### src/hw/ssc_pkg.sv
// package: constants for the serial switch command parser
package ssc_pkg;
    localparam int          CLK_HZ         = 10_000_000;
    localparam logic [7:0]  CMD_SEL_A      = 8'h41;
    localparam logic [7:0]  CMD_SEL_B      = 8'h42;
    localparam logic [7:0]  CMD_SEL_C      = 8'h43;
    localparam logic [7:0]  CMD_SEL_D      = 8'h44;
    localparam logic [7:0]  CMD_OFF        = 8'h04;
    localparam logic [7:0]  CMD_SEND_ONLY  = 8'h53;
    localparam logic [7:0]  CMD_CLEAR      = 8'h58;
    localparam logic [7:0]  CMD_IGNORE     = 8'h54;
    localparam logic [7:0]  DIGIT_ZERO     = 8'h30;
    localparam logic [7:0]  DIGIT_NINE     = 8'h39;
    localparam int          NUM_PORTS      = 4;
    localparam logic [3:0]  PORT_MASK_RST  = 4'h0;
    localparam logic [1:0]  RX_PORT_RST    = 2'h0;
    // ignore durations in milliseconds
    localparam int          IGN_MS_1       = 10;
    localparam int          IGN_MS_2       = 25;
    localparam int          IGN_MS_3       = 100;
    localparam int          IGN_MS_4       = 500;
    localparam int          IGN_MS_5       = 1000;
    localparam int          IGN_MS_6       = 5000;
    localparam int          IGN_MS_7       = 30000;
    localparam int          IGN_MS_8       = 60000;
    localparam int          IGN_MS_9       = 300000;
    localparam int          MS_CYCLES      = CLK_HZ / 1000;
    localparam logic [13:0] MS_CYCLES_W    = 14'(MS_CYCLES - 1);
    typedef enum logic [2:0] {
        ST_IDLE, ST_P2, ST_P3, ST_CMD, ST_CTRL
    } ssc_state_type;
endpackage : ssc_pkg

### src/hw/ssc_parser.sv
// command parser and traffic steering for a four-port serial switch
`timescale 1ns/10ps
// What this block does
// - sequence is two or three prefixes, command, and control byte for S, X, T.
// - hold candidate bytes; recognized sequences never reach any slave.
// - A-D select slave both ways and flush its buffer; EOT deselects all.
// - send-only routes master data to flagged slaves; talking slave unchanged.
// - control bits 0..3 map to ports A..D, any combination allowed.
// - upper four control bits are ignored for S and X; for T the whole byte is checked.
// - clear-buffer purges receive buffers of flagged slaves.
// - ignore command forwards all master data without detection until timeout.
// - ignore control byte is an ASCII digit 48..57.
// - digit durations 0 off, 10ms,25ms,100ms,500ms,1s,5s,30s,1min,5min.
// - after interval expires, command scanning resumes.
// - DTR-ignore enabled and DTR low passes everything; detection resumes on DTR high.
// - slave-to-master data is never interpreted as commands.
// - auto-select forwards each slave's buffered data to master in turn.
// - host select overrides auto switching; send-only does not stop it.
// - deselect-all during override resumes auto at previous or next ready slave.
module ssc_parser
    import ssc_pkg::*;
(
    input  wire logic       i_clk_sys,
    input  wire logic       i_sys_rst,
    input  wire logic [7:0] i_prefix_byte_first,
    input  wire logic [7:0] i_prefix_byte_second,
    input  wire logic [7:0] i_prefix_byte_optional_third,
    input  wire logic       i_four_char_mode,
    input  wire logic       i_dtr_ignore_en,
    input  wire logic       i_master_dtr,
    input  wire logic       i_auto_select_en,
    input  wire logic [7:0] i_master_data,
    input  wire logic       i_master_valid,
    input  wire logic [3:0] i_slave_has_data,
    input  wire logic       i_slave_packet_done,
    output logic      [7:0] o_slave_data,
    output logic            o_slave_valid,
    output logic      [3:0] o_tx_port_mask,
    output logic      [1:0] o_rx_port,
    output logic            o_rx_enable,
    output logic            o_flush_to_master,
    output logic      [3:0] o_clear_buffer,
    output logic            o_ignore_active
);
    // ===========================================================
    // parser state
    ssc_state_type state;
    logic [7:0]    held [3];
    logic [1:0]    held_cnt;
    logic [7:0]    cmd_byte;
    logic          bypass;
    logic          dtr_bypass;
    logic          ign_on;
    logic [18:0]   ms_left;
    logic [13:0]   ms_div;
    logic          override;
    logic [1:0]    prev_rx;
    logic          prev_valid;
    logic          last_prefix;
    logic [7:0]    second_or_third;
    logic          cmd_known;
    logic          needs_ctrl;
    logic          ctrl_ok;
    logic [18:0]   next_ms_left;
    logic          flush_pend;
    logic [1:0]    flush_slot;
    logic [2:0]    flush_idx;
    logic          clear_req;
    logic [3:0]    clear_mask;
    logic          ign_req;
    logic [18:0]   ign_val;
    logic          sel_req;
    logic [1:0]    sel_port;
    logic          off_req;
    logic          tx_req;
    logic [3:0]    tx_mask;

    assign dtr_bypass      = i_dtr_ignore_en && !i_master_dtr;
    assign bypass          = ign_on || dtr_bypass;
    assign o_ignore_active = bypass;
    assign cmd_known = (i_master_data == CMD_SEL_A) || (i_master_data == CMD_SEL_B) ||
                       (i_master_data == CMD_SEL_C) || (i_master_data == CMD_SEL_D) ||
                       (i_master_data == CMD_OFF) || needs_ctrl;
    assign needs_ctrl = (i_master_data == CMD_SEND_ONLY) || (i_master_data == CMD_CLEAR) ||
                        (i_master_data == CMD_IGNORE);
    assign ctrl_ok    = (cmd_byte != CMD_IGNORE) ||
                        (i_master_data >= DIGIT_ZERO && i_master_data <= DIGIT_NINE);
    assign second_or_third = i_four_char_mode ? i_prefix_byte_optional_third : i_prefix_byte_second;
    assign last_prefix     = i_four_char_mode;

    // digit to milliseconds; zero disables the timer
    always_comb begin
        case (i_master_data[3:0])
            4'h1:    ign_val = 19'(IGN_MS_1);
            4'h2:    ign_val = 19'(IGN_MS_2);
            4'h3:    ign_val = 19'(IGN_MS_3);
            4'h4:    ign_val = 19'(IGN_MS_4);
            4'h5:    ign_val = 19'(IGN_MS_5);
            4'h6:    ign_val = 19'(IGN_MS_6);
            4'h7:    ign_val = 19'(IGN_MS_7);
            4'h8:    ign_val = 19'(IGN_MS_8);
            4'h9:    ign_val = 19'(IGN_MS_9);
            default: ign_val = 19'h00000;
        endcase
    end

    // ===========================================================
    // byte-level decode; only master data is ever scanned
    always_comb begin
        sel_req    = 1'b0;
        sel_port   = i_master_data[1:0] - 2'h1;
        off_req    = 1'b0;
        tx_req     = 1'b0;
        tx_mask    = i_master_data[3:0];
        clear_req  = 1'b0;
        clear_mask = i_master_data[3:0];
        ign_req    = 1'b0;
        if (i_master_valid && !bypass && state == ST_CMD && cmd_known && !needs_ctrl) begin
            sel_req = (i_master_data != CMD_OFF);
            off_req = (i_master_data == CMD_OFF);
        end else if (i_master_valid && !bypass && state == ST_CTRL && ctrl_ok) begin
            tx_req    = (cmd_byte == CMD_SEND_ONLY);
            clear_req = (cmd_byte == CMD_CLEAR);
            ign_req   = (cmd_byte == CMD_IGNORE);
        end
    end

    // ===========================================================
    // sequence tracker; held bytes are never replayed, a mismatch drops them
    always_ff @(posedge i_clk_sys or posedge i_sys_rst) begin
        if (i_sys_rst) begin
            state    <= ST_IDLE;
            held_cnt <= 2'h0;
            cmd_byte <= 8'h00;
            held[0]  <= 8'h00;
            held[1]  <= 8'h00;
            held[2]  <= 8'h00;
        end else if (i_master_valid && !bypass) begin
            case (state)
                ST_IDLE: begin
                    if (i_master_data == i_prefix_byte_first) begin
                        state    <= ST_P2;
                        held[0]  <= i_master_data;
                        held_cnt <= 2'h1;
                    end
                end
                ST_P2: begin
                    if (i_master_data == i_prefix_byte_second) begin
                        state    <= last_prefix ? ST_P3 : ST_CMD;
                        held[1]  <= i_master_data;
                        held_cnt <= 2'h2;
                    end else begin
                        state    <= ST_IDLE;
                        held_cnt <= 2'h0;
                    end
                end
                ST_P3: begin
                    if (i_master_data == second_or_third) begin
                        state    <= ST_CMD;
                        held[2]  <= i_master_data;
                        held_cnt <= 2'h3;
                    end else begin
                        state    <= ST_IDLE;
                        held_cnt <= 2'h0;
                    end
                end
                ST_CMD: begin
                    cmd_byte <= i_master_data;
                    state    <= (cmd_known && needs_ctrl) ? ST_CTRL : ST_IDLE;
                    held_cnt <= (cmd_known && needs_ctrl) ? held_cnt : 2'h0;
                end
                default: begin
                    state    <= ST_IDLE;
                    held_cnt <= 2'h0;
                end
            endcase
        end else if (bypass) begin
            state    <= ST_IDLE;
            held_cnt <= 2'h0;
        end
    end

    // ===========================================================
    // forward data to slaves; mismatch drops held prefix bytes
    // (trade-off: no replay buffer, keeps the path one byte wide)
    always_ff @(posedge i_clk_sys or posedge i_sys_rst) begin
        if (i_sys_rst) begin
            o_slave_data  <= 8'h00;
            o_slave_valid <= 1'b0;
        end else begin
            o_slave_data  <= i_master_data;
            o_slave_valid <= i_master_valid && (o_tx_port_mask != 4'h0) &&
                             (bypass || (state == ST_IDLE && i_master_data != i_prefix_byte_first));
        end
    end

    // ===========================================================
    // ignore timer, millisecond tick from a divider
    assign next_ms_left = (ms_left != 19'h00000) ? ms_left - 19'h00001 : 19'h00000;
    always_ff @(posedge i_clk_sys or posedge i_sys_rst) begin
        if (i_sys_rst) begin
            ms_left <= 19'h00000;
            ms_div  <= 14'h0000;
            ign_on  <= 1'b0;
        end else if (ign_req) begin
            ms_left <= ign_val;
            ms_div  <= MS_CYCLES_W;
            ign_on  <= (ign_val != 19'h00000);
        end else if (ign_on) begin
            if (ms_div == 14'h0000) begin
                ms_div  <= MS_CYCLES_W;
                ms_left <= next_ms_left;
                ign_on  <= (next_ms_left != 19'h00000);
            end else begin
                ms_div <= ms_div - 14'h0001;
            end
        end
    end

    // ===========================================================
    // steering: transmit mask and receive port
    always_ff @(posedge i_clk_sys or posedge i_sys_rst) begin
        if (i_sys_rst) begin
            o_tx_port_mask <= PORT_MASK_RST;
        end else if (sel_req) begin
            o_tx_port_mask <= 4'h1 << sel_port;
        end else if (off_req) begin
            o_tx_port_mask <= 4'h0;
        end else if (tx_req) begin
            o_tx_port_mask <= tx_mask;
        end
    end

    // receive side; send-only leaves it alone
    always_ff @(posedge i_clk_sys or posedge i_sys_rst) begin
        if (i_sys_rst) begin
            o_rx_port   <= RX_PORT_RST;
            o_rx_enable <= 1'b0;
            override    <= 1'b0;
            prev_rx     <= RX_PORT_RST;
            prev_valid  <= 1'b0;
        end else if (sel_req) begin
            if (!override) begin
                prev_rx    <= o_rx_port;
                prev_valid <= o_rx_enable;
            end
            o_rx_port   <= sel_port;
            o_rx_enable <= 1'b1;
            override    <= i_auto_select_en;
        end else if (off_req) begin
            override <= 1'b0;
            if (i_auto_select_en && override && prev_valid && i_slave_has_data[prev_rx]) begin
                o_rx_port   <= prev_rx;
                o_rx_enable <= 1'b1;
            end else begin
                o_rx_enable <= 1'b0;
            end
        end else if (i_auto_select_en && !override) begin
            // rotate to next slave with buffered data
            if (!o_rx_enable || i_slave_packet_done || !i_slave_has_data[o_rx_port]) begin
                o_rx_enable <= 1'b0;
                // walk downward so the nearest candidate is assigned last and wins;
                // from idle the search starts at the current port itself
                for (int k = NUM_PORTS - 1; k >= 0; k--) begin
                    if (i_slave_has_data[2'(o_rx_port + 2'(k) + 2'(o_rx_enable))] &&
                        !(o_rx_enable && k == NUM_PORTS - 1)) begin
                        o_rx_port   <= 2'(o_rx_port + 2'(k) + 2'(o_rx_enable));
                        o_rx_enable <= 1'b1;
                    end
                end
            end
        end
    end

    // ===========================================================
    // one-cycle flush and clear strobes
    assign flush_pend = sel_req;
    assign flush_slot = sel_port;
    assign flush_idx  = {1'b0, flush_slot};
    always_ff @(posedge i_clk_sys or posedge i_sys_rst) begin
        if (i_sys_rst) begin
            o_flush_to_master <= 1'b0;
            o_clear_buffer    <= 4'h0;
        end else begin
            o_flush_to_master <= flush_pend && (flush_idx < 3'(NUM_PORTS));
            o_clear_buffer    <= clear_req ? clear_mask : 4'h0;
        end
    end
endmodule : ssc_parser

### config.mk
export PLATFORM = sky130hd
export DESIGN_NAME = ssc_parser
export DESIGN_NICKNAME = d
export VERILOG_FILES = /design/src/hw/ssc_pkg.sv /design/src/hw/ssc_parser.sv
export SDC_FILE = /design/constraint.sdc
export NUM_CORES = 1
export LEC_CHECK = 0
export ABC_AREA = 1
export BUFFER_PORTS_ARGS = -buffer_cell sky130_fd_sc_hd__buf_2
export CORE_UTILIZATION = 63
export CTS_CLUSTER_SIZE = 24
export DETAILED_ROUTE_END_ITERATION = 12
export PLACE_DENSITY = 0.86
export SLEW_MARGIN = 25
export SYNTH_ARGS = -nofsm -noshare
export SYNTH_HDL_FRONTEND = slang
export SYNTH_SLANG_ARGS = --single-unit
### constraint.sdc
create_clock -name i_clk_sys -period 4 [get_ports i_clk_sys]
set_input_delay 0.4 -clock i_clk_sys [delete_from_list [all_inputs] [get_ports i_clk_sys]]
set_output_delay 0.4 -clock i_clk_sys [all_outputs]
set_load 0.05 [all_outputs]
==> flow_results.org <==
** Status
- Outcome :: finished clean

** Critical path
- Highest cell delay on the worst timing path :: 0.46 ns
- Worst Path Arrival :: 2.70 ns
- STA classifies the critical path endpoint as a register.
- STA classifies the critical path startpoint as a register.
- By startpoint and endpoint, the worst setup path is classified as reg -> reg.
- The worst register-to-register path has a depth of 12.
- Crit. path cell count :: 12
- Endpoint of the lowest-slack register-to-register path :: o_rx_port[0]
- For this design, the slowest cell found on the critical path is sky130_fd_sc_hd__dfrtp_1.
- Most common cell type on the critical path :: sky130_fd_sc_hd__nand2_1
- Slack of the worst reg-to-reg path :: 1.56 ns
- Among cell families on the critical path, the largest total delay comes from compound AO/OA/AOI/OAI gates.
- At the worst endpoint, the required time is 4.25 ns.
- Worst setup startpoint :: o_rx_port[0]
- Critical Path End :: o_rx_port[0]
- The number of buffers and inverters on the critical path is 2.
- Cells traversed along the worst timing path :: inv_1 > ha_1 > inv_1 > o21ai_0 > nand2_1 > nand2_1 > o21bai_1 > nand2_1 > nand2_1 > o21ai_1 > nand2_1 > nand2_1
- Along the worst path, the maximum fanout reaches 7.
- The startpoint identified for the worst register-to-register timing path is o_rx_port[0].

** Layout
- The filler cells instantiated in the layout total 623.
- Area Growth Syn to Fin :: 10.33%
- After the last flow step, the layout net total stands at 827.
- The repair_antennas step left the layout with diodes totalling 0.
- Share of post-route cells with drive strength above 1 :: 18.71%
- Final core utilization :: 71.78%
- Number of non-filler instances in the completed layout :: 877

** Placement
- After legalization and detailed placement, the total HPWL measured 9.246 mm.
- The congestion estimate from routability-driven global placement came to 0.9641.
- Input and output buffers added on the ports amount to 65.
- Number of cells after detailed placement :: 862
- Pre-CTS setup slack :: 1.421 ns

** Clock tree
- Quantity of hold-fixing buffers added after cts :: 0
- After clock tree synthesis, the clock-pin slew on the worst setup and hold paths is 0.08 ns.
- Clock latency reported for the late side of the worst-skew pair :: 0.36 ns
- Clock Tree Buf Depth :: 2
- # Post-CTS Setup Buffers :: 0
- TritonCTS built the clock tree.
- Total clock buffers created by CTS :: 9
- Counting every sink on the clock net gives 70.
- CTS placed an instance of sky130_fd_sc_hd__clkbuf_8 at the clock tree root.
- CTS built an H-tree with a depth of 3.
- Total of cells resized after clock tree synthesis :: 0

** Floorplanning
- Site Rows :: 32
- Number of ports placed on the die boundary :: 66
- Initial Util :: 65.06%
- Height of the chip :: 91.33 µm
- The core region is 7727 µm².
- In this run the horizontal extent of the chip is 91.33 µm.
- Die footprint :: 8341 µm²

** Synth
- Post-synth net total :: 765
- Top cell type by total area after synthesis :: sky130_fd_sc_hd__dfrtp_1
- Counting every instance in the synthesized netlist gives 709.
- Avg Synthesized Cell Area :: 7.091 µm²
- Most common library cells after synthesis :: sky130_fd_sc_hd__nand2_1, sky130_fd_sc_hd__nor2_1, sky130_fd_sc_hd__inv_1
- FF+latch count, synth :: 70
- The synthesized netlist occupies a cell area of 5027 µm².
- Cell types with the largest area share after synthesis :: sky130_fd_sc_hd__dfrtp_1, sky130_fd_sc_hd__nand2_1, sky130_fd_sc_hd__nor2_1
- Number of enable flip-flop cells after synthesis :: 0
- Yosys warning total :: 0
- After synthesis, flip-flops and latches occupy 34.84% of the total area.
- Distinct cell type count after synthesis :: 55
- Dominant cell by count in the synthesized netlist :: sky130_fd_sc_hd__nand2_1
- For this run, the leading register cell type out of synthesis is sky130_fd_sc_hd__dfrtp_1.
- Top cell type's share of synthesized area :: 34.84%
- In the synthesized netlist the async set-or-reset flop fraction comes to 100.0%.

** Routing
- After detailed routing, the total wire length is 12.42 mm.
- Iteration count of the initial detailed-routing pass :: 5
- After detailed routing, the number of remaining DRC violations is 0.
- In this run the remaining antenna-violating nets after routing total 0.
- In the final routed layout, each cell accounts on average for 14.16 µm.
- Total via count after detailed routing :: 4,939
- Count of routing violations after the opening detailed-route iteration :: 286
- Using the TritonRoute via totals, the vias-per-cell ratio works out to 5.632.

** Timing
- Final setup violation count :: 0
- The worst path uses 61.07% of the clock period.
- Setup repair after global routing left no endpoint under its margin.
- Setup total negative slack on the finished layout was measured at 0 ns.
- Worst Setup Slack, final :: 1.557 ns
- Post-Route Skew :: 0.01157 ns
- The total count of max-transition violations in the final report is 0.
- Final Hold Violating Endpoints :: 0
- Post-layout min period :: 2.443 ns
- For the pin with the worst max-slew slack, the measured transition is 0.6854 ns.
- Worst slew margin :: 54.14%
- Derived from the worst setup path, the maximum achievable clock frequency is 409.4 MHz.

** GRT
- Entering global routing, the biggest net connects 39 pins.
- Global routing consumed, over all layers together, 31.38% of the routing resources.
- Number of global-route vias before repair :: 4,767
- Wire length of the first global-routing pass :: 20.88 mm
- Number of antenna violations at the first check in global routing :: 0
- Gr ovfl total :: 0

** Power and ir drop
- Total internal power :: 1.214 mW
- Proportion of power drawn by combinational gates :: 33.0%
- Net switching is 38.42% of the power.
- Leak pwr :: 2.808 nW
- Worst VDD drop :: 0.3273 mV
- Dividing total power by cell area gives a power density of 355.5 nW/µm².
- Sequential group share of total power :: 38.4%
- Summed over all nets, the switching power comes to 757.4 µW.
- Clock network power share :: 28.6%

** Worst hold path
- The path class of the tightest hold or removal check is in -> async.

** Flow run
- Max capacitance violation total :: 0
## layout make-up
| class | count | area (µm²) | area share (%) |
|---|---|---|---|
| Tap cell | 102 | 127.6 | 2.301 |
| Clock inverter | 6 | 63.81 | 1.150 |
| Inverter | 89 | 341.6 | 6.158 |
| Multi-Input combinational cell | 535 | 2805 | 50.58 |
| Sequential cell | 70 | 1752 | 31.58 |
| Timing Repair Buffer | 66 | 332.8 | 6.000 |
| Clock buffer | 9 | 123.9 | 2.233 |
## cells in the final DEF (no fill, tap or decap), types with 2 or more instances in the layout
master | Yosys | layout
sky130_fd_sc_hd__a21oi_1 | 18 | 18
sky130_fd_sc_hd__clkbuf_8 | 0 | 9
sky130_fd_sc_hd__xor2_1 | 14 | 14
sky130_fd_sc_hd__nor2_4 | 2 | 2
sky130_fd_sc_hd__nand2_4 | 3 | 3
sky130_fd_sc_hd__nand3_2 | 4 | 4
sky130_fd_sc_hd__inv_2 | 13 | 14
sky130_fd_sc_hd__nand2_2 | 5 | 5
sky130_fd_sc_hd__o21ai_0 | 52 | 52
sky130_fd_sc_hd__buf_2 | 2 | 65
sky130_fd_sc_hd__nand3_1 | 57 | 57
sky130_fd_sc_hd__nand2_1 | 178 | 178
sky130_fd_sc_hd__nor2_2 | 5 | 5
sky130_fd_sc_hd__clkinv_2 | 0 | 2
sky130_fd_sc_hd__dfrtp_1 | 70 | 70
sky130_fd_sc_hd__o21ai_1 | 19 | 19
sky130_fd_sc_hd__ha_1 | 12 | 12
sky130_fd_sc_hd__nor2_8 | 2 | 2
sky130_fd_sc_hd__nand3b_1 | 3 | 3
sky130_fd_sc_hd__o21ai_2 | 10 | 9
sky130_fd_sc_hd__o22ai_1 | 2 | 2
sky130_fd_sc_hd__nand4_1 | 11 | 11
sky130_fd_sc_hd__nor2_1 | 91 | 91
sky130_fd_sc_hd__inv_1 | 73 | 72
sky130_fd_sc_hd__o41ai_1 | 2 | 2
sky130_fd_sc_hd__a21oi_2 | 8 | 8
sky130_fd_sc_hd__xnor2_1 | 5 | 5
sky130_fd_sc_hd__nor3_1 | 10 | 10
sky130_fd_sc_hd__clkinvlp_4 | 0 | 2
sky130_fd_sc_hd__o21bai_1 | 2 | 2
## registers in the layout, indices dropped and copies added, names as in the netlist, 2 cells and up
name	flops
o_rx_port	2
state	3
o_slave_data	8
ms_div	14
ms_left	19
o_tx_port_mask	4
cmd_byte	8
o_clear_buffer	4
prev_rx	2
## stage by stage
step / area [µm²] / hold WS, ns / power [mW]
after CTS: 5539 / 0.1470 / 1.962
after global routing: 5547 / 0.1886 / 2.074
after global placement: 5351 / 0.4645 / 1.353
after detailed placement: 5351 / 0.4750 / 1.396
final: 5547 / 0.1289 / 1.972
after floorplan: 5027 / 0.4314 / 1.244
## layer usage
| metal | up-vias | share of wire (%) | GRT usage, % |
|---|---|---|---|
| met5 | - | 0 | 0 |
| met4 | 0 | 2.2 | 14.95 |
| met3 | 28 | 5.1 | 4.523 |
| met2 | 165 | 51 | 55.87 |
| met1 | 2332 | 42 | 37.15 |
| li1 | 2414 | - | - |
## power by group through the flow
| stage | Combinational (mW) | Clock (mW) | Sequential [mW] |
|---|---|---|---|
| 2_1_floorplan | 0.421 | 0 | 0.823 |
| 3_3_place_gp | 0.586 | 0 | 0.767 |
| 3_5_place_dp | 0.627 | 0 | 0.769 |
| 4_1_cts | 0.640 | 0.567 | 0.755 |
| 5_1_grt | 0.721 | 0.594 | 0.759 |
| 6_report | 0.650 | 0.565 | 0.757 |
## kinds of logic after synthesis
logic type | count (synthesis) | synth area share (%)
simple gates | 382 | 34.79
compound gates | 121 | 14.36
buf+inv | 104 | 9.507
flops | 70 | 34.84
xor+xnor | 19 | 3.310
fa+ha+maj | 12 | 2.986
mux | 1 | 0.1991
## worst min-delay path by stage
stage                                start                 to  slack [ns]  cells past startpoint
after global placement          prev_valid         prev_valid        0.46                      2
after detailed placement       cmd_byte[7]        cmd_byte[7]        0.48                      2
after CTS                        i_sys_rst  o_clear_buffer[3]        0.15                      2
after floorplan           i_master_data[0]    o_slave_data[0]        0.43                      0
final                            i_sys_rst  o_clear_buffer[3]        0.13                      2
after global routing             i_sys_rst  o_clear_buffer[3]        0.19                      2
Note: power is estimated with default switching activity, not from simulation.
